--- src/logic/pcrp_pkg.sv ---
package pcrp_pkg;

    // ------------------------------------------------------------
    // access port geometry
    // ------------------------------------------------------------
    localparam int          ADDR_W          = 12;
    localparam int          DATA_W          = 32;
    localparam int          LEN_W           = 13;

    // ------------------------------------------------------------
    // register byte offsets (dword holding each register, except port caps)
    // ------------------------------------------------------------
    localparam logic [11:0] OFF_PORT_CTRL5  = 12'h068;
    localparam logic [11:0] OFF_CAP_LIST    = 12'h06C;
    localparam logic [11:0] OFF_PORT_CAPS   = 12'h06E;
    localparam logic [11:0] OFF_DEV_CAPS    = 12'h070;
    localparam logic [11:0] OFF_DEV_CTRL    = 12'h074;

    // ------------------------------------------------------------
    // port control five fields
    // ------------------------------------------------------------
    localparam int          BIT_INBAND_DIS  = 1;
    localparam int          BIT_L1HANG_DIS  = 0;

    // ------------------------------------------------------------
    // capability list header fields
    // ------------------------------------------------------------
    localparam logic [7:0]  CAP_ID_VALUE    = 8'h10;
    localparam logic [7:0]  NEXT_PTR_PORT0  = 8'h00;
    localparam logic [7:0]  NEXT_PTR_OTHER  = 8'hF0;

    // ------------------------------------------------------------
    // port capabilities fields
    // ------------------------------------------------------------
    localparam int          IMN_LSB         = 9;
    localparam int          SLOT_IMPL_BIT   = 8;
    localparam int          PORT_TYPE_LSB   = 4;
    localparam logic [4:0]  IMN_RESET       = 5'h00;
    localparam logic [3:0]  PORT_TYPE_ROOT  = 4'h4;
    localparam logic [3:0]  CAP_VERSION     = 4'h1;

    // ------------------------------------------------------------
    // device capabilities fields
    // ------------------------------------------------------------
    localparam int          PWR_SCALE_LSB   = 26;
    localparam int          PWR_VALUE_LSB   = 18;
    localparam int          ROLE_ERROR_REPORTING_CAP_BIT        = 15;
    localparam int          PWR_IND_BIT     = 14;
    localparam int          ATT_IND_BIT     = 13;
    localparam int          ATT_BTN_BIT     = 12;
    localparam int          EP_L1_LAT_LSB   = 9;
    localparam int          EP_L0S_LAT_LSB  = 6;
    localparam int          EXT_TAG_BIT     = 5;
    localparam int          PHANTOM_LSB     = 3;
    localparam logic [1:0]  PWR_SCALE_VAL   = 2'h0;
    localparam logic [7:0]  PWR_VALUE_VAL   = 8'h00;
    localparam logic [2:0]  EP_LAT_MAX      = 3'h7;
    localparam logic [1:0]  PHANTOM_VAL     = 2'h0;
    localparam logic [2:0]  MAX_PAYLOAD_SUP = 3'h1;

    // ------------------------------------------------------------
    // device control fields
    // ------------------------------------------------------------
    localparam int          MAX_READ_REQUEST_SIZE_LSB        = 12;
    localparam int          NO_SNOOP_BIT    = 11;
    localparam int          AUX_PWR_BIT     = 10;
    localparam int          MPS_LSB         = 5;
    localparam logic [2:0]  MAX_READ_REQUEST_SIZE_RESET      = 3'h0;
    localparam logic        NO_SNOOP_RESET  = 1'b1;
    localparam logic        AUX_PWR_RESET   = 1'b0;
    localparam logic [2:0]  MPS_RESET       = 3'h0;
    localparam logic [3:0]  ERR_EN_RESET    = 4'h0;

    // ------------------------------------------------------------
    // transaction limits in bytes
    // ------------------------------------------------------------
    localparam logic [12:0] PAYLOAD_LIMIT   = 13'h0100;
    localparam logic [12:0] READ_LIMIT      = 13'h0040;
    localparam logic [12:0] MPS_BASE_BYTES  = 13'h0080;

endpackage

--- src/logic/pcrp_tlp_guard.sv ---
`timescale 1ns/10ps
module pcrp_tlp_guard
    import pcrp_pkg::*;
(
    input  wire logic                       clk,
    input  wire logic                       sys_rst,
    input  wire logic                       tlpValid,
    input  wire logic [pcrp_pkg::LEN_W-1:0] tlpPayloadLen,
    input  wire logic [2:0]                 mpsCode,
    input  wire logic                       readReqValid,
    input  wire logic [pcrp_pkg::LEN_W-1:0] readReqLen,
    output logic                            payloadError,
    output logic                            readOutValid,
    output logic [pcrp_pkg::LEN_W-1:0]      readOutLen
);

    // ------------------------------------------------------------
    // helpers
    // ------------------------------------------------------------
    function automatic logic [LEN_W-1:0] mpsBytes(input logic [2:0] code);
        mpsBytes = (code == 3'h0) ? MPS_BASE_BYTES : PAYLOAD_LIMIT;
    endfunction

    function automatic logic [LEN_W-1:0] clampLen(input logic [LEN_W-1:0] len,
                                                  input logic [LEN_W-1:0] lim);
        clampLen = (len > lim) ? lim : len;
    endfunction

    // ------------------------------------------------------------
    // payload check
    // ------------------------------------------------------------
    always_ff @(posedge clk or posedge sys_rst) begin
        if (sys_rst) begin
            payloadError <= 1'b0;
        end else begin
            payloadError <= tlpValid && ((tlpPayloadLen > PAYLOAD_LIMIT) ||
                            (tlpPayloadLen > mpsBytes(mpsCode)) ||
                            (mpsCode > MAX_PAYLOAD_SUP));
        end
    end

    // ------------------------------------------------------------
    // outbound read size limit
    // ------------------------------------------------------------
    always_ff @(posedge clk or posedge sys_rst) begin
        if (sys_rst) begin
            readOutValid <= 1'b0;
            readOutLen   <= '0;
        end else begin
            readOutValid <= readReqValid;
            readOutLen   <= clampLen(readReqLen, READ_LIMIT);
        end
    end

endmodule

--- src/logic/pcrp_root_port_regs.sv ---
`timescale 1ns/10ps
// Behaviour
// - bit 1 of port control five set suppresses in-band presence detection
// - bit 0 at zero keeps the l1 hang guard active during card l1 entry
// - capability identifier reads fixed 10h, writes ignored
// - next pointer reads 00h on port 0, F0h on other ports
// - interrupt message index is read-only, resets 00h, holds msi offset
// - interrupt message index reloads whenever enabled msi count changes
// - slot implemented writable once on ports 7-1, read-only zero on port 0
// - port type field reads 0100 on every port
// - capability version reads 0001
// - slot power scale and value hardwired to zero
// - role based error reporting bit reads one
// - indicator and button present bits read zero
// - endpoint l1 latency reads 111
// - endpoint l0s latency reads 111
// - extended tag supported reads zero, five bit tags only
// - phantom functions supported reads zero
// - max payload supported reads 001, payloads over 256 bytes flagged
// - read request size resets 000, outbound reads limited to 64 bytes
// - no snoop enable resets one, received no snoop passes untouched
// - aux power enable is sticky read/write, reset zero
module pcrp_root_port_regs
    import pcrp_pkg::*;
#(
    parameter int unsigned PORT_NUM = 1
)
(
    input  wire logic                        clk,
    input  wire logic                        sys_rst,
    input  wire logic                        portRst,
    input  wire logic                        cfgWrEn,
    input  wire logic                        cfgRdEn,
    input  wire logic [pcrp_pkg::ADDR_W-1:0] cfgAddr,
    input  wire logic [3:0]                  cfgByteEn,
    input  wire logic [pcrp_pkg::DATA_W-1:0] cfgWrData,
    output logic      [pcrp_pkg::DATA_W-1:0] cfgRdData,
    output logic                             cfgRdValid,
    input  wire logic                        ltssmInbandPresence,
    input  wire logic                        aspmL1Active,
    input  wire logic [2:0]                  msiEnabledCount,
    input  wire logic [4:0]                  msiMessageOffset,
    input  wire logic                        tlpValid,
    input  wire logic [pcrp_pkg::LEN_W-1:0]  tlpPayloadLen,
    input  wire logic                        readReqValid,
    input  wire logic [pcrp_pkg::LEN_W-1:0]  readReqLen,
    input  wire logic                        rxTlpValid,
    input  wire logic                        rxNoSnoop,
    output logic                             inbandPresenceDisable,
    output logic                             l1HangWorkaroundDisable,
    output logic                             presenceDetected,
    output logic                             l1HangGuard,
    output logic                             slotImplemented,
    output logic                             noSnoopEnable,
    output logic                             auxPowerEnable,
    output logic      [2:0]                  maxReadRequestSize,
    output logic      [2:0]                  maxPayloadSize,
    output logic                             payloadError,
    output logic                             readOutValid,
    output logic      [pcrp_pkg::LEN_W-1:0]  readOutLen,
    output logic                             fwdTlpValid,
    output logic                             fwdNoSnoop
);

    // ------------------------------------------------------------
    // helpers
    // ------------------------------------------------------------
    function automatic logic [7:0] mergeByte(input logic [7:0] oldVal,
                                             input logic [7:0] newVal,
                                             input logic [7:0] wrMask,
                                             input logic       lane);
        mergeByte = lane ? ((oldVal & ~wrMask) | (newVal & wrMask)) : oldVal;
    endfunction

    function automatic logic hitDword(input logic [ADDR_W-1:0] addr,
                                      input logic [11:0]       off);
        hitDword = (addr[ADDR_W-1:2] == off[11:2]);
    endfunction

    // ------------------------------------------------------------
    // state
    // ------------------------------------------------------------
    logic [1:0]        portCtrl_q;
    logic [4:0]        imn_q;
    logic [2:0]        msiCountSeen_q;
    logic              slotImpl_q;
    logic              slotLocked_q;
    logic [2:0]        max_read_request_size_q;
    logic              noSnoop_q;
    logic              auxPwr_q;
    logic [2:0]        mps_q;
    logic [3:0]        errEn_q;
    logic [7:0]        nextPtr;
    logic [15:0]       capList;
    logic [15:0]       portCaps;
    logic [31:0]       devCaps;
    logic [15:0]       devCtrl;
    logic [31:0]       rdMux;
    logic              wrCtrl5;
    logic              wrCapDw;
    logic              wrDevCtrl;
    logic [7:0]        ctrl5Byte;
    logic [7:0]        devCtrlLo;
    logic [7:0]        devCtrlHi;

    // ------------------------------------------------------------
    // write decode
    // ------------------------------------------------------------
    assign wrCtrl5   = cfgWrEn && hitDword(cfgAddr, OFF_PORT_CTRL5);
    assign wrCapDw   = cfgWrEn && hitDword(cfgAddr, OFF_CAP_LIST);
    assign wrDevCtrl = cfgWrEn && hitDword(cfgAddr, OFF_DEV_CTRL);

    // only implemented bits take writes
    assign ctrl5Byte = mergeByte({6'h00, portCtrl_q}, cfgWrData[7:0], 8'h03,
                                 cfgByteEn[0]);
    assign devCtrlLo = mergeByte({mps_q, 1'b0, errEn_q}, cfgWrData[7:0], 8'hEF,
                                 cfgByteEn[0]);
    assign devCtrlHi = mergeByte({1'b0, max_read_request_size_q, noSnoop_q, auxPwr_q, 2'h0},
                                 cfgWrData[15:8], 8'h7C, cfgByteEn[1]);

    // ------------------------------------------------------------
    // port control five
    // ------------------------------------------------------------
    always_ff @(posedge clk or posedge sys_rst) begin
        if (sys_rst) begin
            portCtrl_q <= 2'h0;
        end else if (portRst) begin
            portCtrl_q <= 2'h0;
        end else if (wrCtrl5) begin
            portCtrl_q <= ctrl5Byte[1:0];
        end
    end

    // ------------------------------------------------------------
    // presence detect and l1 hang guard
    // ------------------------------------------------------------
    always_ff @(posedge clk or posedge sys_rst) begin
        if (sys_rst) begin
            presenceDetected <= 1'b0;
        end else begin
            presenceDetected <= ltssmInbandPresence &&
                                !portCtrl_q[BIT_INBAND_DIS];
        end
    end

    always_ff @(posedge clk or posedge sys_rst) begin
        if (sys_rst) begin
            l1HangGuard <= 1'b0;
        end else begin
            l1HangGuard <= aspmL1Active && !portCtrl_q[BIT_L1HANG_DIS];
        end
    end

    always_ff @(posedge clk or posedge sys_rst) begin
        if (sys_rst) begin
            inbandPresenceDisable   <= 1'b0;
            l1HangWorkaroundDisable <= 1'b0;
        end else begin
            inbandPresenceDisable   <= portCtrl_q[BIT_INBAND_DIS];
            l1HangWorkaroundDisable <= portCtrl_q[BIT_L1HANG_DIS];
        end
    end

    // ------------------------------------------------------------
    // interrupt message index
    // ------------------------------------------------------------
    always_ff @(posedge clk or posedge sys_rst) begin
        if (sys_rst) begin
            imn_q          <= IMN_RESET;
            msiCountSeen_q <= 3'h0;
        end else if (portRst) begin
            imn_q          <= IMN_RESET;
            msiCountSeen_q <= 3'h0;
        end else begin
            msiCountSeen_q <= msiEnabledCount;
            if (msiEnabledCount != msiCountSeen_q) begin
                imn_q <= msiMessageOffset;
            end
        end
    end

    // ------------------------------------------------------------
    // slot implemented, write once
    // ------------------------------------------------------------
    always_ff @(posedge clk or posedge sys_rst) begin
        if (sys_rst) begin
            slotImpl_q   <= 1'b0;
            slotLocked_q <= 1'b0;
        end else if (PORT_NUM == 0) begin
            slotImpl_q   <= 1'b0;
            slotLocked_q <= 1'b1;
        end else if (wrCapDw && cfgByteEn[3] && !slotLocked_q) begin
            slotImpl_q   <= cfgWrData[16 + SLOT_IMPL_BIT];
            slotLocked_q <= 1'b1;
        end
    end

    always_ff @(posedge clk or posedge sys_rst) begin
        if (sys_rst) begin
            slotImplemented <= 1'b0;
        end else begin
            slotImplemented <= slotImpl_q;
        end
    end

    // ------------------------------------------------------------
    // device control, non-sticky fields
    // ------------------------------------------------------------
    always_ff @(posedge clk or posedge sys_rst) begin
        if (sys_rst) begin
            max_read_request_size_q    <= MAX_READ_REQUEST_SIZE_RESET;
            noSnoop_q <= NO_SNOOP_RESET;
            mps_q     <= MPS_RESET;
            errEn_q   <= ERR_EN_RESET;
        end else if (portRst) begin
            max_read_request_size_q    <= MAX_READ_REQUEST_SIZE_RESET;
            noSnoop_q <= NO_SNOOP_RESET;
            mps_q     <= MPS_RESET;
            errEn_q   <= ERR_EN_RESET;
        end else if (wrDevCtrl) begin
            max_read_request_size_q    <= devCtrlHi[6:4];
            noSnoop_q <= devCtrlHi[3];
            mps_q     <= devCtrlLo[7:5];
            errEn_q   <= devCtrlLo[3:0];
        end
    end

    // ------------------------------------------------------------
    // device control, sticky aux power enable
    // ------------------------------------------------------------
    always_ff @(posedge clk or posedge sys_rst) begin
        if (sys_rst) begin
            auxPwr_q <= AUX_PWR_RESET;
        end else if (wrDevCtrl) begin
            auxPwr_q <= devCtrlHi[2];
        end
    end

    always_ff @(posedge clk or posedge sys_rst) begin
        if (sys_rst) begin
            noSnoopEnable      <= NO_SNOOP_RESET;
            auxPowerEnable     <= AUX_PWR_RESET;
            maxReadRequestSize <= MAX_READ_REQUEST_SIZE_RESET;
            maxPayloadSize     <= MPS_RESET;
        end else begin
            noSnoopEnable      <= noSnoop_q;
            auxPowerEnable     <= auxPwr_q;
            maxReadRequestSize <= max_read_request_size_q;
            maxPayloadSize     <= mps_q;
        end
    end

    // ------------------------------------------------------------
    // received no snoop attribute passes unchanged
    // ------------------------------------------------------------
    always_ff @(posedge clk or posedge sys_rst) begin
        if (sys_rst) begin
            fwdTlpValid <= 1'b0;
            fwdNoSnoop  <= 1'b0;
        end else begin
            fwdTlpValid <= rxTlpValid;
            fwdNoSnoop  <= rxNoSnoop;
        end
    end

    // ------------------------------------------------------------
    // payload and read size guard
    // ------------------------------------------------------------
    pcrp_tlp_guard uGuard (
        .clk           (clk),
        .sys_rst       (sys_rst),
        .tlpValid      (tlpValid),
        .tlpPayloadLen (tlpPayloadLen),
        .mpsCode       (mps_q),
        .readReqValid  (readReqValid),
        .readReqLen    (readReqLen),
        .payloadError  (payloadError),
        .readOutValid  (readOutValid),
        .readOutLen    (readOutLen)
    );

    // ------------------------------------------------------------
    // read-back images
    // ------------------------------------------------------------
    assign nextPtr  = (PORT_NUM == 0) ? NEXT_PTR_PORT0 : NEXT_PTR_OTHER;
    assign capList  = {nextPtr, CAP_ID_VALUE};

    always_comb begin
        portCaps                                 = 16'h0000;
        portCaps[IMN_LSB +: 5]                   = imn_q;
        portCaps[SLOT_IMPL_BIT]                  = slotImpl_q;
        portCaps[PORT_TYPE_LSB +: 4]             = PORT_TYPE_ROOT;
        portCaps[3:0]                            = CAP_VERSION;
    end

    always_comb begin
        devCaps                                  = 32'h00000000;
        devCaps[PWR_SCALE_LSB +: 2]              = PWR_SCALE_VAL;
        devCaps[PWR_VALUE_LSB +: 8]              = PWR_VALUE_VAL;
        devCaps[ROLE_ERROR_REPORTING_CAP_BIT]                        = 1'b1;
        devCaps[PWR_IND_BIT]                     = 1'b0;
        devCaps[ATT_IND_BIT]                     = 1'b0;
        devCaps[ATT_BTN_BIT]                     = 1'b0;
        devCaps[EP_L1_LAT_LSB +: 3]              = EP_LAT_MAX;
        devCaps[EP_L0S_LAT_LSB +: 3]             = EP_LAT_MAX;
        devCaps[EXT_TAG_BIT]                     = 1'b0;
        devCaps[PHANTOM_LSB +: 2]                = PHANTOM_VAL;
        devCaps[2:0]                             = MAX_PAYLOAD_SUP;
    end

    always_comb begin
        devCtrl                                  = 16'h0000;
        devCtrl[MAX_READ_REQUEST_SIZE_LSB +: 3]                   = max_read_request_size_q;
        devCtrl[NO_SNOOP_BIT]                    = noSnoop_q;
        devCtrl[AUX_PWR_BIT]                     = auxPwr_q;
        devCtrl[MPS_LSB +: 3]                    = mps_q;
        devCtrl[3:0]                             = errEn_q;
    end

    // ------------------------------------------------------------
    // read multiplexer
    // ------------------------------------------------------------
    always_comb begin
        rdMux = 32'h00000000;
        if (hitDword(cfgAddr, OFF_PORT_CTRL5)) begin
            rdMux = {30'h0, portCtrl_q};
        end else if (hitDword(cfgAddr, OFF_CAP_LIST)) begin
            rdMux = {portCaps, capList};
        end else if (hitDword(cfgAddr, OFF_DEV_CAPS)) begin
            rdMux = devCaps;
        end else if (hitDword(cfgAddr, OFF_DEV_CTRL)) begin
            rdMux = {16'h0000, devCtrl};
        end
    end

    always_ff @(posedge clk or posedge sys_rst) begin
        if (sys_rst) begin
            cfgRdData  <= 32'h00000000;
            cfgRdValid <= 1'b0;
        end else begin
            cfgRdValid <= cfgRdEn;
            if (cfgRdEn) begin
                cfgRdData <= rdMux;
            end
        end
    end

endmodule

--- config.mk ---
export PLATFORM = sky130hd
export DESIGN_NAME = pcrp_root_port_regs
export DESIGN_NICKNAME = d
export VERILOG_FILES = /design/src/logic/pcrp_pkg.sv /design/src/logic/pcrp_tlp_guard.sv /design/src/logic/pcrp_root_port_regs.sv
export SDC_FILE = /design/constraint.sdc
export NUM_CORES = 1
export LEC_CHECK = 0
export ABC_AREA = 0
export ABC_CLOCK_PERIOD_IN_PS = 2750
export BUFFER_PORTS_ARGS = -buffer_cell sky130_fd_sc_hd__buf_2
export CORE_MARGIN = 8
export CORE_UTILIZATION = 40
export DETAILED_ROUTE_END_ITERATION = 7
export HOLD_SLACK_MARGIN = 0.15
export PLACE_DENSITY = 0.72
export SKIP_LAST_GASP = 1
export SYNTH_ARGS = -nofsm -noshare
export SYNTH_HDL_FRONTEND = slang
export SYNTH_SLANG_ARGS = --single-unit
--- constraint.sdc ---
create_clock -name clk -period 2.75 [get_ports clk]
set_clock_uncertainty 0.1 [all_clocks]
set_input_delay 0.1375 -clock clk [delete_from_list [all_inputs] [get_ports clk]]
set_output_delay 0.1375 -clock clk [all_outputs]
set_load 0.02 [all_outputs]
==> flow_summary.yaml <==
worst_setup_path:
  reg2reg_depth: 2
  reg2reg_from: "mps_q[2]"
  crit_path_end_kind: "flop"
  r2r-end: "uGuard.payloadError"
  criticalPathCategory: "input pin to flop"
  arrival_ps: 2840
  reg2reg_slack_ps: 1130
  cp.required_ps: 2930
  cp_max_fo: 5
  startpoint_type: "input pin"
finish:
  synthToLayoutAreaGrowth_pct: 52.49
  final_nets: 530
  drive_above_1_share: 0.3552
  fillers: 615
  antenna_cells: 0
global_route:
  grt_first_pass_wirelength_microns: 13390
  grt_overflow: 0
  busiest_layer: "met2"
  use_met3: 0.04700
  grt_max_degree: 54
  grt_use_met1: 0.1849
  met2_usage: 0.2904
  antenna_found_initial: 0
  grt_pass1_vias: 2744
  grtUsageTotal: 0.1675
floorplanning:
  die_w_microns: 102.1
  initial_core_util: 0.4107
  die_area_sq_um: 10420
  row_count: 31
  core_area_sq_um: 7214
  die_h_microns: 102.1
  ios: 156
min_path:
  hold_class: "input pin to flop"
  min-delay-start: "cfgAddr[10]"
  hold-path-endpoint: "portCtrl_q[1]"
  holdPathStages: 5
power:
  p_seq_frac: 0.497
  power.leakage_nw: 2.406
  switching_share: 0.2268
  ir_drop_mv: 0.3065
  p_switching_mw: 0.5212
  pwr-share-comb: 0.096
  clkPwrFrac: 0.407
  power_density_nw_per_um2: 508.6
  internal_power_mw: 1.777
synthesis:
  synth-async-reset-ratio: 1.000
  synth_edf_count: 0
  postSynthCellCount: 241
  synthFlopType: "dfrtp_1"
  yosysWarnings: 0
  synth_area_sq_um: 2963
  synth-seq-cells: 76
  syn_avg_cell_area_sq_um: 12.29
  synth.distinct_cells: 45
  ys_seq_area_frac: 0.6427
clocking:
  postCtsSetupBuffers: 0
  clock-sinks: 76
  clk_pin_slew_ps: 80
  cts_tree: "yes"
  clockBufferDepth: 2
  insertion_delay_ps: 330
  root_buffer: "clkbuf_8"
  cts_buffers: 9
  cts_max_level: 3
drt:
  drt_wl_total_microns: 8354
  ant_nets: 0
  drt_first_iter_violations: 95
  via_count: 2535
  drt_pass1_iterations: 4
  routed_via_density: 4.686
  routedWlPerCell_microns: 15.44
  drc: 0
timing:
  setup_viol: 0
  maxSlewHeadroom: 0.3999
  timing.final.hold_violations: 0
  fin_crit_ps: 2660
  setup_tns_ps: 0
  min_period_over_period: 0.9674
  fmaxAchievable_ghz: 0.3759
  slew_viol_final: 0
  setup_slack_ps: 89.61
  rsz0062_at_grt: "no"
  worst_pin_slew_ps: 899.0
placed_design:
  pre_cts_slack_ps: 749.8
  io_buffers: 125
  gp_congestion: 0.7928
  dpl.hpwl_microns: 5805
run_status:
  status: "finished clean"
job:
  drv_cap: 0
[critical path, cell delays in order]
cell,delay [ps]
dlygate4sd3_1,530
buf_2,130
or4b_4,560
dlygate4sd3_1,600
o41ai_2,290
dlygate4sd3_1,580
[sequential cells by signal, summed over array words and instances, names as in the netlist, 2 cells and up]
signal                   cells
cfgRdData                   21
uGuard.readOutLen           13
imn_q                        5
errEn_q                      4
maxPayloadSize               3
maxReadRequestSize           3
max_read_request_size_q      3
mps_q                        3
msiCountSeen_q               3
portCtrl_q                   2
[metrics by stage]
step           hold slack (ps)  instances  cell area, sq um  total power, mW  utilization
2_1_floorplan            68.93        254              3012            1.255            -
3_3_place_gp             146.7        464              3676            1.326       0.5095
3_5_place_dp             149.3        464              3676            1.332       0.5095
4_1_cts                  164.0        541              4511            2.326       0.6252
5_1_grt                  189.8        541              4518            2.393       0.6263
6_report                 178.6        541              4518            2.298       0.6263
[layout make-up]
cell class              count  area (sq um)  area share
multi-input cells         154         968.4      0.2143
flip-flops and latches     76          1904      0.4215
repair buffers            192          1281      0.2836
clock buffers              10         137.6     0.03046
well taps                  99         123.9     0.02742
clock inverters             6         86.33     0.01911
inverters                   4         16.27    0.003600
[cells in the final DEF (no fill, tap or decap), types with 2 or more instances in the layout]
master           n
xor2_1           3
o2bb2ai_1        6
dfrtp_1         74
mux2i_1         10
a22o_1           5
nor3_1           2
and2_1           6
nor4b_1          2
nand2_1         25
dlygate4sd3_1   61
nand3_1          2
and3_1           3
bufinv_16        2
a221o_1          4
nor2_1          15
inv_1            3
buf_4            6
dfstp_2          2
buf_2          125
clkinv_2         3
a21oi_1          5
o21ai_0         15
nor4_1           3
conb_1          14
or4_1            2
nor2b_1          6
nand2b_1         6
clkbuf_8        10
[cells in the mapped netlist, types with 2 or more instances]
| library cell | number | share of area |
|---|---|---|
| or4_1 | 2 | 0.0051 |
| and3_1 | 3 | 0.0063 |
| nand3_1 | 2 | 0.0034 |
| mux2i_1 | 10 | 0.034 |
| dfstp_2 | 2 | 0.018 |
| a221o_1 | 4 | 0.014 |
| nor2_1 | 15 | 0.019 |
| and2_1 | 6 | 0.013 |
| dfrtp_1 | 74 | 0.63 |
| a22o_1 | 5 | 0.015 |
| o21ai_0 | 15 | 0.025 |
| a21oi_1 | 5 | 0.0084 |
| buf_4 | 11 | 0.028 |
| nor4b_1 | 2 | 0.0059 |
| nor2b_1 | 6 | 0.013 |
| clkbuf_1 | 7 | 0.0089 |
| nor4_1 | 3 | 0.0063 |
| inv_1 | 4 | 0.0051 |
| nor3_1 | 2 | 0.0034 |
| buf_6 | 2 | 0.0076 |
| o2bb2ai_1 | 6 | 0.018 |
| xor2_1 | 3 | 0.0089 |
| nand2b_1 | 6 | 0.013 |
| nand2_1 | 25 | 0.032 |
[how the worst max path moves through the flow]
stage | start | to | slack (ps) | cells after the start
6_report | cfgAddr[11] | cfgRdData[15] | 90 | 6
5_1_grt | cfgAddr[11] | cfgRdData[15] | 20 | 6
4_1_cts | cfgAddr[11] | errEn_q[2] | 50 | 7
3_5_place_dp | cfgAddr[8] | auxPwr_q | 750 | 4
3_3_place_gp | cfgAddr[8] | auxPwr_q | 760 | 4
2_1_floorplan | sys_rst | auxPowerEnable | 580 | 1
[power groups by stage]
stage	combinational, mW	clock, mW	sequential (mW)
detailed placement	0.168	0	1.16
global route	0.244	1.01	1.14
CTS	0.219	0.965	1.14
floorplan	0.0774	0	1.18
finish	0.221	0.935	1.14
global placement	0.164	0	1.16
[what timing repair did]
item / in CTS / in global routing
hold endpoints to repair: 95 / 0
resized for setup: 0 / 1
setup endpoints to repair: 0 / 4
hold buffers: 61 / 0
[metal layers]
| metal | share of wire | wire, microns | vias up |
|---|---|---|---|
| met5 | 0 | 0 | - |
| met4 | 0.017 | 145 | 0 |
| met3 | 0.074 | 620 | 12 |
| met2 | 0.52 | 4384 | 86 |
| met1 | 0.38 | 3204 | 1235 |
| li1 | - | - | 1202 |
[cell families (layout without fill, tap and decap cells)]
| logic type | Yosys count | count (layout) | synth area share |
|---|---|---|---|
| other | 1 | 14 | 0.001266 |
| AND/OR/NAND/NOR | 83 | 83 | 0.1563 |
| AO/OA/AOI/OAI | 42 | 42 | 0.1001 |
| XOR/XNOR | 3 | 3 | 0.008870 |
| buffers and inverters | 24 | 212 | 0.04941 |
| flip-flops | 76 | 76 | 0.6427 |
| multiplexers | 12 | 12 | 0.04139 |
Power figures use the tool's default switching activity.
